===== src/shared/bcb_pkg.sv =====
// constants shared by the bridge command bit block
// Overview of operation
// - bus master bit set lets bridge master
// - master bit clear blocks secondary responses
// - special cycle enable reads zero always
// - write and invalidate enable reads zero
// - parity response clear ignores parity errors
// - parity response set flags master parity
// - error report bit gates error messages
// - wait cycle control reads zero always
// - fast back-to-back enable reads zero
// - palette snoop bit reads zero
package bcb_pkg;
  localparam logic [3:0] BCB_REG_CMD = 4'h4;    // command word
  localparam logic [3:0] BCB_REG_STAT = 4'h8;   // status word
  localparam logic [3:0] BCB_REG_IRQ = 4'hC;    // interrupt status
  localparam logic [3:0] BCB_REG_MASK = 4'h0;   // interrupt mask
  localparam int BCB_B_MEM = 1;                 // memory space (not kept)
  localparam int BCB_B_MST = 2;                 // bus master enable
  localparam int BCB_B_SPC = 3;                 // special cycle
  localparam int BCB_B_MWI = 4;                 // write and invalidate
  localparam int BCB_B_PAL = 5;                 // palette snoop
  localparam int BCB_B_PER = 6;                 // parity error response
  localparam int BCB_B_WAIT = 7;                // wait cycle control
  localparam int BCB_B_ERR = 8;                 // error message report enable
  localparam int BCB_B_FB2B = 9;                // fast back-to-back
  localparam int BCB_S_MDPE = 8;                // master data parity error flag
  localparam int BCB_I_MDPE = 0;                // irq bit: parity flag set
  localparam int BCB_I_MSG = 1;                 // irq bit: message sent
  localparam logic [1:0] BCB_IRQ_W = 2'h2;      // irq field width marker
  localparam logic [31:0] BCB_ZERO = 32'h0000_0000;
endpackage


===== src/shared/bcb_err_if.sv =====
// error event bundle between top and error unit
`timescale 1ns/1ps
interface bcb_err_if;
  logic per_en;     // parity response enable
  logic rep_en;     // message report enable
  logic clr_mdpe;   // software clear of parity flag
  logic mdpe;       // parity flag
  logic set_pulse;  // flag set this cycle
  logic msg_pulse;  // message sent this cycle
  modport ctl (output per_en, rep_en, clr_mdpe, input mdpe, set_pulse, msg_pulse);
  modport unit (input per_en, rep_en, clr_mdpe, output mdpe, set_pulse, msg_pulse);
endinterface


===== src/rtl/bcb_sync.sv =====
// two flop synchroniser for pin inputs
`timescale 1ns/1ps
module bcb_sync #(parameter int W = 1) (
  input wire logic clk_i,
  input wire logic rst_i,
  input wire logic [W-1:0] d_i,
  output logic [W-1:0] q_o
);
  typedef struct packed {
    logic [W-1:0] s1; // first stage
    logic [W-1:0] s2; // second stage
  } bcb_sync_t;
  bcb_sync_t st_ff;
  bcb_sync_t nxt_st;
  // shift through two stages
  always_comb begin
    nxt_st.s1 = d_i;
    nxt_st.s2 = st_ff.s1;
  end
  // register stages
  always_ff @(posedge clk_i) begin
    if (rst_i) begin
      st_ff <= '0;
    end else begin
      st_ff <= nxt_st;
    end
  end
  assign q_o = st_ff.s2;
endmodule


===== src/rtl/bcb_err.sv =====
// parity flag and error message unit
`timescale 1ns/1ps
module bcb_err import bcb_pkg::*; (
  input wire logic clk_i,
  input wire logic rst_i,
  input wire logic parity_err_i,   // synchronised parity error
  input wire logic poison_i,       // poisoned tlp received
  input wire logic fatal_i,        // synchronised fatal event
  input wire logic nonfatal_i,     // synchronised non-fatal event
  output logic msg_fatal_o,        // fatal message request
  output logic msg_nonfatal_o,     // non-fatal message request
  bcb_err_if.unit eif
);
  typedef struct packed {
    logic mdpe;   // sticky parity flag
    logic setp;   // set pulse
    logic mfat;   // fatal message
    logic mnf;    // non-fatal message
  } bcb_err_t;
  bcb_err_t st_ff;
  bcb_err_t nxt_st;
  logic hit;
  // flag and message next state
  always_comb begin
    nxt_st = st_ff;
    hit = parity_err_i | poison_i;
    nxt_st.setp = hit & eif.per_en;
    if (eif.clr_mdpe) begin
      nxt_st.mdpe = 1'b0;
    end
    if (hit && eif.per_en) begin                        // set wins
      nxt_st.mdpe = 1'b1;
    end                                                 // else ignored
    nxt_st.mfat = fatal_i & eif.rep_en;
    nxt_st.mnf = nonfatal_i & eif.rep_en;
  end
  // register state
  always_ff @(posedge clk_i) begin
    if (rst_i) begin
      st_ff <= '0;
    end else begin
      st_ff <= nxt_st;
    end
  end
  assign eif.mdpe = st_ff.mdpe;
  assign eif.set_pulse = st_ff.setp;
  assign eif.msg_pulse = st_ff.mfat | st_ff.mnf;
  assign msg_fatal_o = st_ff.mfat;
  assign msg_nonfatal_o = st_ff.mnf;
endmodule


===== src/rtl/bcb_top.sv =====
// command bit bank of the bridge with wishbone slave
`timescale 1ns/1ps
module bcb_top import bcb_pkg::*; (
  input wire logic clk_i,
  input wire logic rst_i,
  input wire logic wb_cyc_i,
  input wire logic wb_stb_i,
  input wire logic wb_we_i,
  input wire logic [3:0] wb_adr_i,
  input wire logic [3:0] wb_sel_i,
  input wire logic [31:0] wb_dat_i,
  output logic [31:0] wb_dat_o,
  output logic wb_ack_o,
  input wire logic sec_req_i,        // secondary memory or io request pin
  input wire logic parity_err_i,     // parity error pin
  input wire logic poison_i,         // poisoned tlp (core clock)
  input wire logic fatal_i,          // fatal error pin
  input wire logic nonfatal_i,       // non-fatal error pin
  output logic sec_claim_o,          // bridge claims secondary request
  output logic pri_master_o,         // bridge may master primary side
  output logic msg_fatal_o,
  output logic msg_nonfatal_o,
  output logic irq_o
);
  typedef struct packed {
    logic mst;          // bus master enable
    logic per;          // parity error response
    logic rep;          // error message report enable
    logic [1:0] irq;    // sticky interrupt status
    logic [1:0] mask;   // interrupt mask
    logic ack;          // bus answer
    logic [31:0] rdat;  // read data
    logic claim;        // secondary claim
  } bcb_top_t;
  bcb_top_t st_ff;
  bcb_top_t nxt_st;
  logic [3:0] pins_s;     // synchronised pins
  logic req;              // active bus request
  logic wr;               // write strobe this cycle
  logic [31:0] cmd_word;  // assembled command word
  bcb_err_if eif();

  // bring pins into clock domain
  bcb_sync #(.W(4)) u_sync (
    .clk_i(clk_i),
    .rst_i(rst_i),
    .d_i({sec_req_i, parity_err_i, fatal_i, nonfatal_i}),
    .q_o(pins_s)
  );

  // parity flag and error messages
  bcb_err u_err (
    .clk_i(clk_i),
    .rst_i(rst_i),
    .parity_err_i(pins_s[2]),
    .poison_i(poison_i),
    .fatal_i(pins_s[1]),
    .nonfatal_i(pins_s[0]),
    .msg_fatal_o(msg_fatal_o),
    .msg_nonfatal_o(msg_nonfatal_o),
    .eif(eif.unit)
  );

  assign req = wb_cyc_i & wb_stb_i & ~st_ff.ack;
  assign wr = req & wb_we_i;

  // command word: read-only bits held at zero
  always_comb begin
    cmd_word = BCB_ZERO;
    cmd_word[BCB_B_MST] = st_ff.mst;
    cmd_word[BCB_B_SPC] = 1'b0;
    cmd_word[BCB_B_MWI] = 1'b0;
    cmd_word[BCB_B_PAL] = 1'b0;
    cmd_word[BCB_B_PER] = st_ff.per;
    cmd_word[BCB_B_WAIT] = 1'b0;
    cmd_word[BCB_B_ERR] = st_ff.rep;
    cmd_word[BCB_B_FB2B] = 1'b0;
  end

  // wire control bits to error unit
  assign eif.per_en = st_ff.per;
  assign eif.rep_en = st_ff.rep;
  assign eif.clr_mdpe = wr && (wb_adr_i == BCB_REG_STAT) && wb_sel_i[1]
                        && wb_dat_i[BCB_S_MDPE];

  // bus, control bits and interrupts
  always_comb begin
    nxt_st = st_ff;
    nxt_st.ack = req;
    nxt_st.rdat = BCB_ZERO;
    // writes: only rw bits stored, others dropped
    if (wr && (wb_adr_i == BCB_REG_CMD)) begin
      if (wb_sel_i[0]) begin
        nxt_st.mst = wb_dat_i[BCB_B_MST];
        nxt_st.per = wb_dat_i[BCB_B_PER];
      end
      if (wb_sel_i[1]) begin
        nxt_st.rep = wb_dat_i[BCB_B_ERR];
      end
    end else if (wr && (wb_adr_i == BCB_REG_IRQ)) begin
      if (wb_sel_i[0]) begin
        nxt_st.irq = st_ff.irq & ~wb_dat_i[1:0];
      end
    end else if (wr && (wb_adr_i == BCB_REG_MASK)) begin
      if (wb_sel_i[0]) begin
        nxt_st.mask = wb_dat_i[1:0];
      end
    end
    // reads
    if (req && !wb_we_i) begin
      if (wb_adr_i == BCB_REG_CMD) begin
        nxt_st.rdat = cmd_word;
      end else if (wb_adr_i == BCB_REG_STAT) begin
        nxt_st.rdat[BCB_S_MDPE] = eif.mdpe;
      end else if (wb_adr_i == BCB_REG_IRQ) begin
        nxt_st.rdat[1:0] = st_ff.irq;
      end else if (wb_adr_i == BCB_REG_MASK) begin
        nxt_st.rdat[1:0] = st_ff.mask;
      end
    end
    // events set sticky bits, set wins over clear
    if (eif.set_pulse) begin
      nxt_st.irq[BCB_I_MDPE] = 1'b1;
    end
    if (eif.msg_pulse) begin
      nxt_st.irq[BCB_I_MSG] = 1'b1;
    end
    // claim secondary only while mastering enabled
    nxt_st.claim = pins_s[3] & st_ff.mst;
  end

  // register state
  always_ff @(posedge clk_i) begin
    if (rst_i) begin
      st_ff <= '0;
    end else begin
      st_ff <= nxt_st;
    end
  end

  assign wb_ack_o = st_ff.ack;
  assign wb_dat_o = st_ff.rdat;
  assign sec_claim_o = st_ff.claim;
  assign pri_master_o = st_ff.mst;
  assign irq_o = |(st_ff.irq & st_ff.mask);
endmodule


===== config.mk =====
export PLATFORM = sky130hd
export DESIGN_NAME = bcb_top
export DESIGN_NICKNAME = d
export VERILOG_FILES = /design/src/shared/bcb_pkg.sv /design/src/shared/bcb_err_if.sv /design/src/rtl/bcb_sync.sv /design/src/rtl/bcb_err.sv /design/src/rtl/bcb_top.sv
export SDC_FILE = /design/constraint.sdc
export NUM_CORES = 1
export LEC_CHECK = 0
export ABC_CLOCK_PERIOD_IN_PS = 1500
export BUFFER_PORTS_ARGS = -buffer_cell sky130_fd_sc_hd__buf_4
export CORE_UTILIZATION = 40
export CTS_CLUSTER_DIAMETER = 60
export DETAILED_ROUTE_END_ITERATION = 7
export GPL_TIMING_DRIVEN = 0
export MAX_ROUTING_LAYER = met4
export PLACE_DENSITY = 0.79
export SYNTH_ARGS = -nofsm -noshare
export SYNTH_HDL_FRONTEND = slang
export SYNTH_SLANG_ARGS = --single-unit

===== constraint.sdc =====
create_clock -name clk_i -period 1.5 [get_ports clk_i]
set_input_delay 0.075 -clock clk_i [delete_from_list [all_inputs] [get_ports clk_i]]
set_output_delay 0.075 -clock clk_i [all_outputs]
set_load 0.005 [all_outputs]

==> results of run 1 <==
## critical path, cell delays in order, from the launching register on
cell and delay (ns):
dfxtp_1 0.36, and4bb_2 0.30, or4b_4 0.48, nor2_1 0.12
## through the flow
step / instances / area (sq um)
after global routing: 227 / 1730
final: 227 / 1730
after CTS: 226 / 1720
after floorplan: 152 / 1320
after global placement: 214 / 1590
after detailed placement: 214 / 1590
## cells by family (layout without fill, tap and decap cells)
kind of cell           after synthesis  after routing  share of synthesized area (%)
other                                1             27                          0.307
flip-flops                          26             26                           42.7
buffers and inverters               40             84                           22.2
AO/OA/AOI/OAI                       13             13                           8.00
AND/OR/NAND/NOR                     43             43                           24.4
multiplexers                         3              3                           2.46
## registers in the layout, indices dropped and copies added, names as in the netlist
register	flops
u_err.msg_fatal_o	1
u_err.msg_nonfatal_o	1
sec_claim_o	1
st_ff	4
wb_ack_o	1
pri_master_o	1
u_err.eif.mdpe	1
eif.per_en	1
u_sync.q_o	4
wb_dat_o	5
u_err.eif.set_pulse	1
u_sync.nxt_st	4
eif.rep_en	1
## path summary, 6_finish.rpt
check                   start                   to  slack [ns]  depth (start not counted)
min                  poison_i  u_err.eif.set_pulse        0.03                          3
min reg2reg  u_sync.nxt_st[1]        u_sync.q_o[1]        0.46                          1
max                  wb_ack_o          wb_dat_o[1]        0.18                          3
max reg2reg          wb_ack_o          wb_dat_o[1]        0.18                          3
## metal layers
metal | global-route usage (%) | share of wire, % | up-vias
li1 | - | - | 507
met1 | 16.7 | 42 | 426
met2 | 26.6 | 48 | 48
met3 | 2.95 | 8.3 | 6
met4 | 5.23 | 2.2 | 0
met5 | - | 0 | -
## area by class of cell
cell class / count / area (sq um) / share of cell area [%]
Multi-Input combinational cell: 86 / 527 / 30.4
Tap cell: 31 / 38.8 / 2.24
Clock buffer: 3 / 22.5 / 1.30
Buffer: 34 / 248 / 14.3
Inverter: 6 / 22.5 / 1.30
Clock inverter: 1 / 30.0 / 1.73
Sequential cell: 26 / 520 / 30.1
Timing Repair Buffer: 40 / 323 / 18.6
## cells in the final DEF, fill, tap and decap left out, types with 3 or more instances in the layout
cell type / n
dfxtp_1: 26
inv_1: 6
nand2_1: 6
and3_1: 4
nor2b_1: 8
nor2_1: 6
dlygate4sd3_1: 9
buf_4: 63
a31o_2: 3
and2_2: 3
clkbuf_4: 3
mux2i_1: 3
conb_1: 27
## power groups by stage
stage | Clock (uW) | Combinational, uW | Sequential [uW]
finish | 475 | 187 | 705
global placement | 0 | 162 | 720
floorplan | 0 | 103 | 719
CTS | 488 | 181 | 705
detailed placement | 0 | 164 | 720
global route | 532 | 204 | 707
==> flow_summary.toml, run 1 <==
[status]
status = "finished, violations left"
violations = "design-rule violations"

[cts]
cts_sinks = 26
cts-resized-gates = 0
cts.path.max_buffers = 2
clk_pin_slew_worst_paths_ns = 0.14
cts_hold_buf = 8
cts_made_buffers = 3
cts.htree.levels = 1
root_buffer = "clkbuf_4"
worstSkewPairLatency_ns = 0.32
cts_tree = "yes"
cts_setup_buffers = 0

[floorplan]
fp-row-count = 19
start_util_pct = 43.1
die_w_um = 57.2
core_area_sq_um = 2830
die_h_um = 57.2
design.die.area_sq_um = 3270
io_pins = 88

[sta]
final-setup-viol-count = 0
period_minus_slack_ns = 1.32
period_share_pct = 87.8
fin_hold_ws_ns = 0.0272
max_freq_ghz = 0.759
finalHoldViolations = 0
maxSlewViolCount = 0
skew_ns = 0.00767
rsz0062_at_grt = "no"
finalWorstSetupSlack_ns = 0.183
fin_tns_setup_ns = 0

[yosys]
synthTopCellsByCount = "32 x buf_4, 26 x dfxtp_1, 8 x nor2b_1"
synth_top_area_share_pct = 42.7
yosys.area.top_type = "dfxtp_1"
avgSynthCellArea_sq_um = 9.68
yosysSeqAreaShare_pct = 42.7
ys_ff_latch = 26
synthCells = 126
netlist_area_sq_um = 1220
synth_edf_count = 0
synthArstFlopShare_pct = 0
synth_area_leaders = "dfxtp_1 43%, buf_4 20%, nor2b_1 4.1%, mux2i_1 2.5%, or4b_4 2.3%"
synthFlopType = "dfxtp_1"
synth.most_common_cell = "buf_4"
yosysWarnings = 0
synth_cell_types = 33

[place]
gp_congestion = 0.861
portBuffers = 31
place_ws_ns = 0.216
hpwlAfterDp_mm = 1.76

[pwr]
power_frac_seq_pct = 51.6
p_sw_uw = 281
p_int_uw = 1090
p_per_area_nw_per_um2 = 789
finalPower_uw = 1370
p_leak_uw = 0.000843
power.share.clock_pct = 34.7
swShare_pct = 20.6
p_comb_share_pct = 13.7
ir_drop_uv = 473

[critical_path]
crit_path_end_kind = "flop"
crit_arrival_ns = 1.58
critPathKind = "reg -> reg"
required_ns = 1.76
critPathMaxFanout = 4
start_kind = "flop"

[routing]
vias_per_cell = 4.35
vias = 987
drt_first_iter_violations = 34
ant_nets = 0
drt_pass1_iterations = 7
wl_per_cell_um = 9.94
drc = 8
wl_mm = 2.26

[cells_and_area]
diodes = 0
drive_gt1_share_pct = 40.8
fill_cells = 251
fin_util_pct = 61.2
area_delta_synth_final_pct = 41.9
nNetsFinal = 247

[grt]
grt_first_pass_wirelength_mm = 3.68
grt_util_all_layers_pct = 15.0
grt_overflow_total = 0
grt_pass1_vias = 911
antenna_found_initial = 0
grt_max_degree = 16

[job]
cap_violations = 0

[hold_path]
hold_path.class = "in -> reg"
Note: power is estimated with default switching activity, not from simulation.
==> inputs of run 2 (changes only) <==
--- a/config.mk
+++ b/config.mk
@@ -7,12 +7,13 @@
 export LEC_CHECK = 0
 export ABC_CLOCK_PERIOD_IN_PS = 1500
 export BUFFER_PORTS_ARGS = -buffer_cell sky130_fd_sc_hd__buf_4
+export CORE_MARGIN = 3
 export CORE_UTILIZATION = 40
 export CTS_CLUSTER_DIAMETER = 60
 export DETAILED_ROUTE_END_ITERATION = 7
 export GPL_TIMING_DRIVEN = 0
 export MAX_ROUTING_LAYER = met4
-export PLACE_DENSITY = 0.79
+export PLACE_DENSITY = 0.83
 export SYNTH_ARGS = -nofsm -noshare
 export SYNTH_HDL_FRONTEND = slang
 export SYNTH_SLANG_ARGS = --single-unit
==> run 2 against run 1 <==
Net effect:
- the run now ends clean
- final cell count stayed put
- non-clock buffer count stayed put
- design area did not move
- global-route usage down 1.2 points
==> flow_summary.toml, run 2 (synthesis gave the netlist of run 1 again) <==
[grt]
grt_first_pass_wirelength_mm = 3.71
grt_pass1_vias = 881
grt_max_degree = 16
grt_util_all_layers_pct = 13.8
grt_overflow_total = 0
antenna_found_initial = 0

[sta]
final-setup-viol-count = 0
finalHoldViolations = 0
period_share_pct = 86.9
finalWorstSetupSlack_ns = 0.197
maxSlewViolCount = 0
fin_tns_setup_ns = 0
fin_hold_ws_ns = 0.0427
skew_ns = 0.00146
rsz0062_at_grt = "no"
max_freq_ghz = 0.768
period_minus_slack_ns = 1.30

[floorplan]
start_util_pct = 43.1
die_w_um = 61.2
io_pins = 88
core_area_sq_um = 2830
fp-row-count = 19
design.die.area_sq_um = 3750
die_h_um = 61.2

[critical_path]
crit_buf_inv = 0
crit_path_end_kind = "flop"
crit_arrival_ns = 1.57
r2r_start = "wb_ack_o"
crit_path_cell_trace = "and4bb_2, or4b_4, a21oi_1"
critPathMaxStageDelay_ns = 0.48
required_ns = 1.77
reg2reg_to = "wb_dat_o[8]"
cpLargestDelayFamily = "simple AND/OR/NAND/NOR gates"
start_kind = "flop"
ff2ff_path_depth = 3
slowest_stage = "or4b_4"
critPathMaxFanout = 4
worstSetupStartpoint = "wb_ack_o"
reg2reg_slack_ns = 0.20
cp-endpoint = "wb_dat_o[8]"
crit_cells = 3
critPathKind = "reg -> reg"

[routing]
drt_pass1_iterations = 4
ant_nets = 0
vias = 993
vias_per_cell = 4.37
wl_mm = 2.34
drt_first_iter_violations = 26
drc = 0
wl_per_cell_um = 10.3

[pwr]
p_per_area_nw_per_um2 = 791
p_sw_uw = 285
p_leak_uw = 0.000843
swShare_pct = 20.8
power.share.clock_pct = 35.0
power_frac_seq_pct = 51.4
ir_drop_uv = 696
p_comb_share_pct = 13.5
p_int_uw = 1090

[status]
status = "finished, final reports clean"

[cells_and_area]
diodes = 0
fin_area_sq_um = 1730
fill_cells = 261
largest_reg_flops = 5
final_common_cell = "buf_4"
drive_gt1_share_pct = 40.8
nNetsFinal = 247
layout.cells.non_filler = 227
area_delta_synth_final_pct = 41.9
final_cell_mix = "63 x buf_4, 27 x conb_1, 26 x dfxtp_1"

[hold_path]
hold_path.class = "in -> reg"

[cts]
cts.htree.levels = 1
cts_sinks = 26
clk_pin_slew_worst_paths_ns = 0.14
root_buffer = "clkbuf_4"
cts_made_buffers = 3
cts_tree = "yes"
cts_setup_buffers = 0
cts.path.max_buffers = 2
worstSkewPairLatency_ns = 0.32
cts_hold_buf = 8
cts-resized-gates = 0

[place]
dp.cells = 214
hpwlAfterDp_mm = 1.80
place_ws_ns = 0.231
gp_congestion = 0.820
portBuffers = 31
placed_cell_area_sq_um = 1590

[job]
cap_violations = 0
run 2: worst register-to-register path: stages, from the launching register on:
cell and delay (ns):
dfxtp_1 0.35, and4bb_2 0.30, or4b_4 0.48, a21oi_1 0.12
run 2: cell type report:
type	count	area, sq um	share of cell area [%]
Sequential cell	26	520	30.1
Clock buffer	3	22.5	1.30
Tap cell	31	38.8	2.24
Clock inverter	1	30.0	1.73
Multi-Input combinational cell	86	527	30.4
Timing Repair Buffer	40	323	18.6
Buffer	34	248	14.3
Inverter	6	22.5	1.30
run 2: power groups by stage:
stage          Clock, uW  Sequential [uW]  Combinational (uW)
2_1_floorplan          0              719                 103
3_3_place_gp           0              720                 163
3_5_place_dp           0              720                 164
4_1_cts              490              705                 181
5_1_grt              524              707                 208
6_report             480              705                 185
run 2: how the worst min path moves through the flow:
stage                            from                to  slack [ns]  depth (start not counted)
final                     wb_adr_i[2]       wb_dat_o[8]        0.04                          3
after global routing      wb_adr_i[3]       wb_dat_o[8]        0.04                          3
after CTS                 wb_dat_i[6]        eif.per_en      0.0006                          3
after detailed placement      fatal_i  u_sync.nxt_st[1]        0.29                          2
after global placement        fatal_i  u_sync.nxt_st[1]        0.28                          2
after floorplan            nonfatal_i  u_sync.nxt_st[0]        0.20                          1
run 2: per-stage QoR:
stage / util (%) / total power, uW
5_1_grt: 61.2 / 1440
4_1_cts: 60.9 / 1380
3_3_place_gp: 56.2 / 883
3_5_place_dp: 56.2 / 884
6_report: 61.2 / 1370
2_1_floorplan: - / 822
run 2: per-layer routing:
metal | vias up | track usage (%) | part of all wire, %
met1 | 437 | 15.8 | 41
met4 | 0 | 3.72 | 0.81
li1 | 507 | - | -
met2 | 45 | 22.5 | 47
met5 | - | - | 0
met3 | 4 | 5.24 | 11
==> inputs of run 3 (changes only) <==
--- a/config.mk
+++ b/config.mk
@@ -6,14 +6,16 @@
 export NUM_CORES = 1
 export LEC_CHECK = 0
 export ABC_CLOCK_PERIOD_IN_PS = 1500
-export BUFFER_PORTS_ARGS = -buffer_cell sky130_fd_sc_hd__buf_4
+export CORE_ASPECT_RATIO = 1.25
 export CORE_MARGIN = 3
-export CORE_UTILIZATION = 40
+export CORE_UTILIZATION = 44
 export CTS_CLUSTER_DIAMETER = 60
 export DETAILED_ROUTE_END_ITERATION = 7
+export DONT_BUFFER_PORTS = 1
 export GPL_TIMING_DRIVEN = 0
 export MAX_ROUTING_LAYER = met4
-export PLACE_DENSITY = 0.83
+export PLACE_DENSITY = 0.63
 export SYNTH_ARGS = -nofsm -noshare
 export SYNTH_HDL_FRONTEND = slang
 export SYNTH_SLANG_ARGS = --single-unit
+export TNS_END_PERCENT = 20
==> run 3 against run 2 <==
Net effect:
- clock-buffer cell count rose by 1
- highest routed layer unchanged
- power is 12% lower
- critical path depth stayed put
- register-to-register slack worse by 0.03 ns
- sequential share of layout area grew 2.2 points
==> flow_summary.toml, run 3 (synthesis gave the netlist of run 1 again) <==
[cells_and_area]
drive_gt1_share_pct = 27.5
fill_cells = 216
diodes = 0
layout.cells.non_filler = 211
area_delta_synth_final_pct = 32.4
final_cell_mix = "32 x buf_4, 27 x conb_1, 26 x dfxtp_1"
nNetsFinal = 229
final_common_cell = "buf_4"
largest_reg_flops = 5

[floorplan]
fp-row-count = 20
start_util_pct = 48.3
io_pins = 88
core_area_sq_um = 2530
design.die.area_sq_um = 3440
die_w_um = 53.1
die_h_um = 64.9

[critical_path]
critPathKind = "reg -> reg"
worstSetupStartpoint = "wb_ack_o"
crit_arrival_ns = 1.58
required_ns = 1.75
critPathMaxFanout = 4
r2r_start = "wb_ack_o"
start_kind = "flop"
crit_path_end_kind = "flop"

[sta]
period_minus_slack_ns = 1.33
maxSlewViolCount = 0
final-setup-viol-count = 0
skew_ns = 0.00144
rsz0062_at_grt = "no"
fin_tns_setup_ns = 0
finalHoldViolations = 0
max_freq_ghz = 0.751
finalWorstSetupSlack_ns = 0.169
period_share_pct = 88.7

[routing]
ant_nets = 0
wl_mm = 2.46
wl_per_cell_um = 11.7
drt_pass1_iterations = 4
vias = 960
vias_per_cell = 4.55
drt_first_iter_violations = 6
drc = 0

[grt]
grt_max_degree = 15
grt_pass1_vias = 866
antenna_found_initial = 0
grt_util_all_layers_pct = 14.0
grt_overflow_total = 0
grt_first_pass_wirelength_mm = 3.50

[cts]
cts_setup_buffers = 0
cts_tree = "yes"
cts-resized-gates = 0
cts_made_buffers = 3
worstSkewPairLatency_ns = 0.31
cts.htree.levels = 1
cts_hold_buf = 19
root_buffer = "clkbuf_4"
cts_sinks = 26
clk_pin_slew_worst_paths_ns = 0.13
cts.path.max_buffers = 2

[pwr]
finalPower_uw = 1200
p_leak_uw = 0.000737
ir_drop_uv = 652
p_per_area_nw_per_um2 = 744

[job]
cap_violations = 0

[place]
gp_congestion = 0.811
hpwlAfterDp_mm = 1.75
place_ws_ns = 0.208
portBuffers = 0
dp.cells = 185

[hold_path]
hold_path.class = "in -> reg"
holdCritStartpoint = "wb_sel_i[0]"

[status]
status = "finished, final reports clean"
run 3: cell types whose count changed in the layout (fill, tap and decap cells not counted), sizes merged:
cell         before  now
buf              63   32
bufinv            1    0
dlygate4sd3       9   22
clkbuf            5    6
run 3: area by class of cell:
type                       instances  area (sq um)  share of cell area (%)
sequential                        26           520                    32.2
buffer                            34           248                    15.3
inverter                           6          22.5                    1.39
clock buffer                       4          36.3                    2.25
multi-input combinational         86           527                    32.6
tap                               33          41.3                    2.56
timing repair buffer              22           220                    13.6
run 3: critical path, stage by stage (launching register included):
cell and delay [ns]:
dfxtp_1 0.36, and4bb_2 0.30, or4b_4 0.48, a21oi_1 0.13
run 3: stage by stage:
| stage | cell area [sq um] | hold WS [ns] | util, % |
|---|---|---|---|
| after floorplan | 1320 | 0.203 | - |
| after global placement | 1360 | 0.206 | 53.8 |
| after detailed placement | 1360 | 0.211 | 53.8 |
| after CTS | 1590 | 0.00251 | 62.7 |
| after global routing | 1620 | 0.00528 | 63.9 |
| final | 1620 | 0.0272 | 63.9 |
run 3: final timing paths:
path	to	cells after the start	slack (ns)
worst min register to register	u_sync.q_o[2]	1	0.45
worst max-delay path	wb_dat_o[8]	3	0.17
worst max register to register	wb_dat_o[8]	3	0.17
worst min-delay path	eif.per_en	3	0.03
run 3: power by group:
group	internal [uW]	total (uW)	switching (uW)	leakage, uW
sequential	702	705	2.93	0.000211
combinational	98.2	159	60.9	0.000504
clock	148	338	190	0.0000210
total	948	1200	254	0.000737
run 3: metal layers:
| metal | GRT usage [%] | share of wire (%) |
|---|---|---|
| met1 | 12.9 | 37 |
| met2 | 24.4 | 48 |
| met3 | 3.91 | 12 |
| met4 | 9.27 | 2.6 |
| met5 | - | 0 |
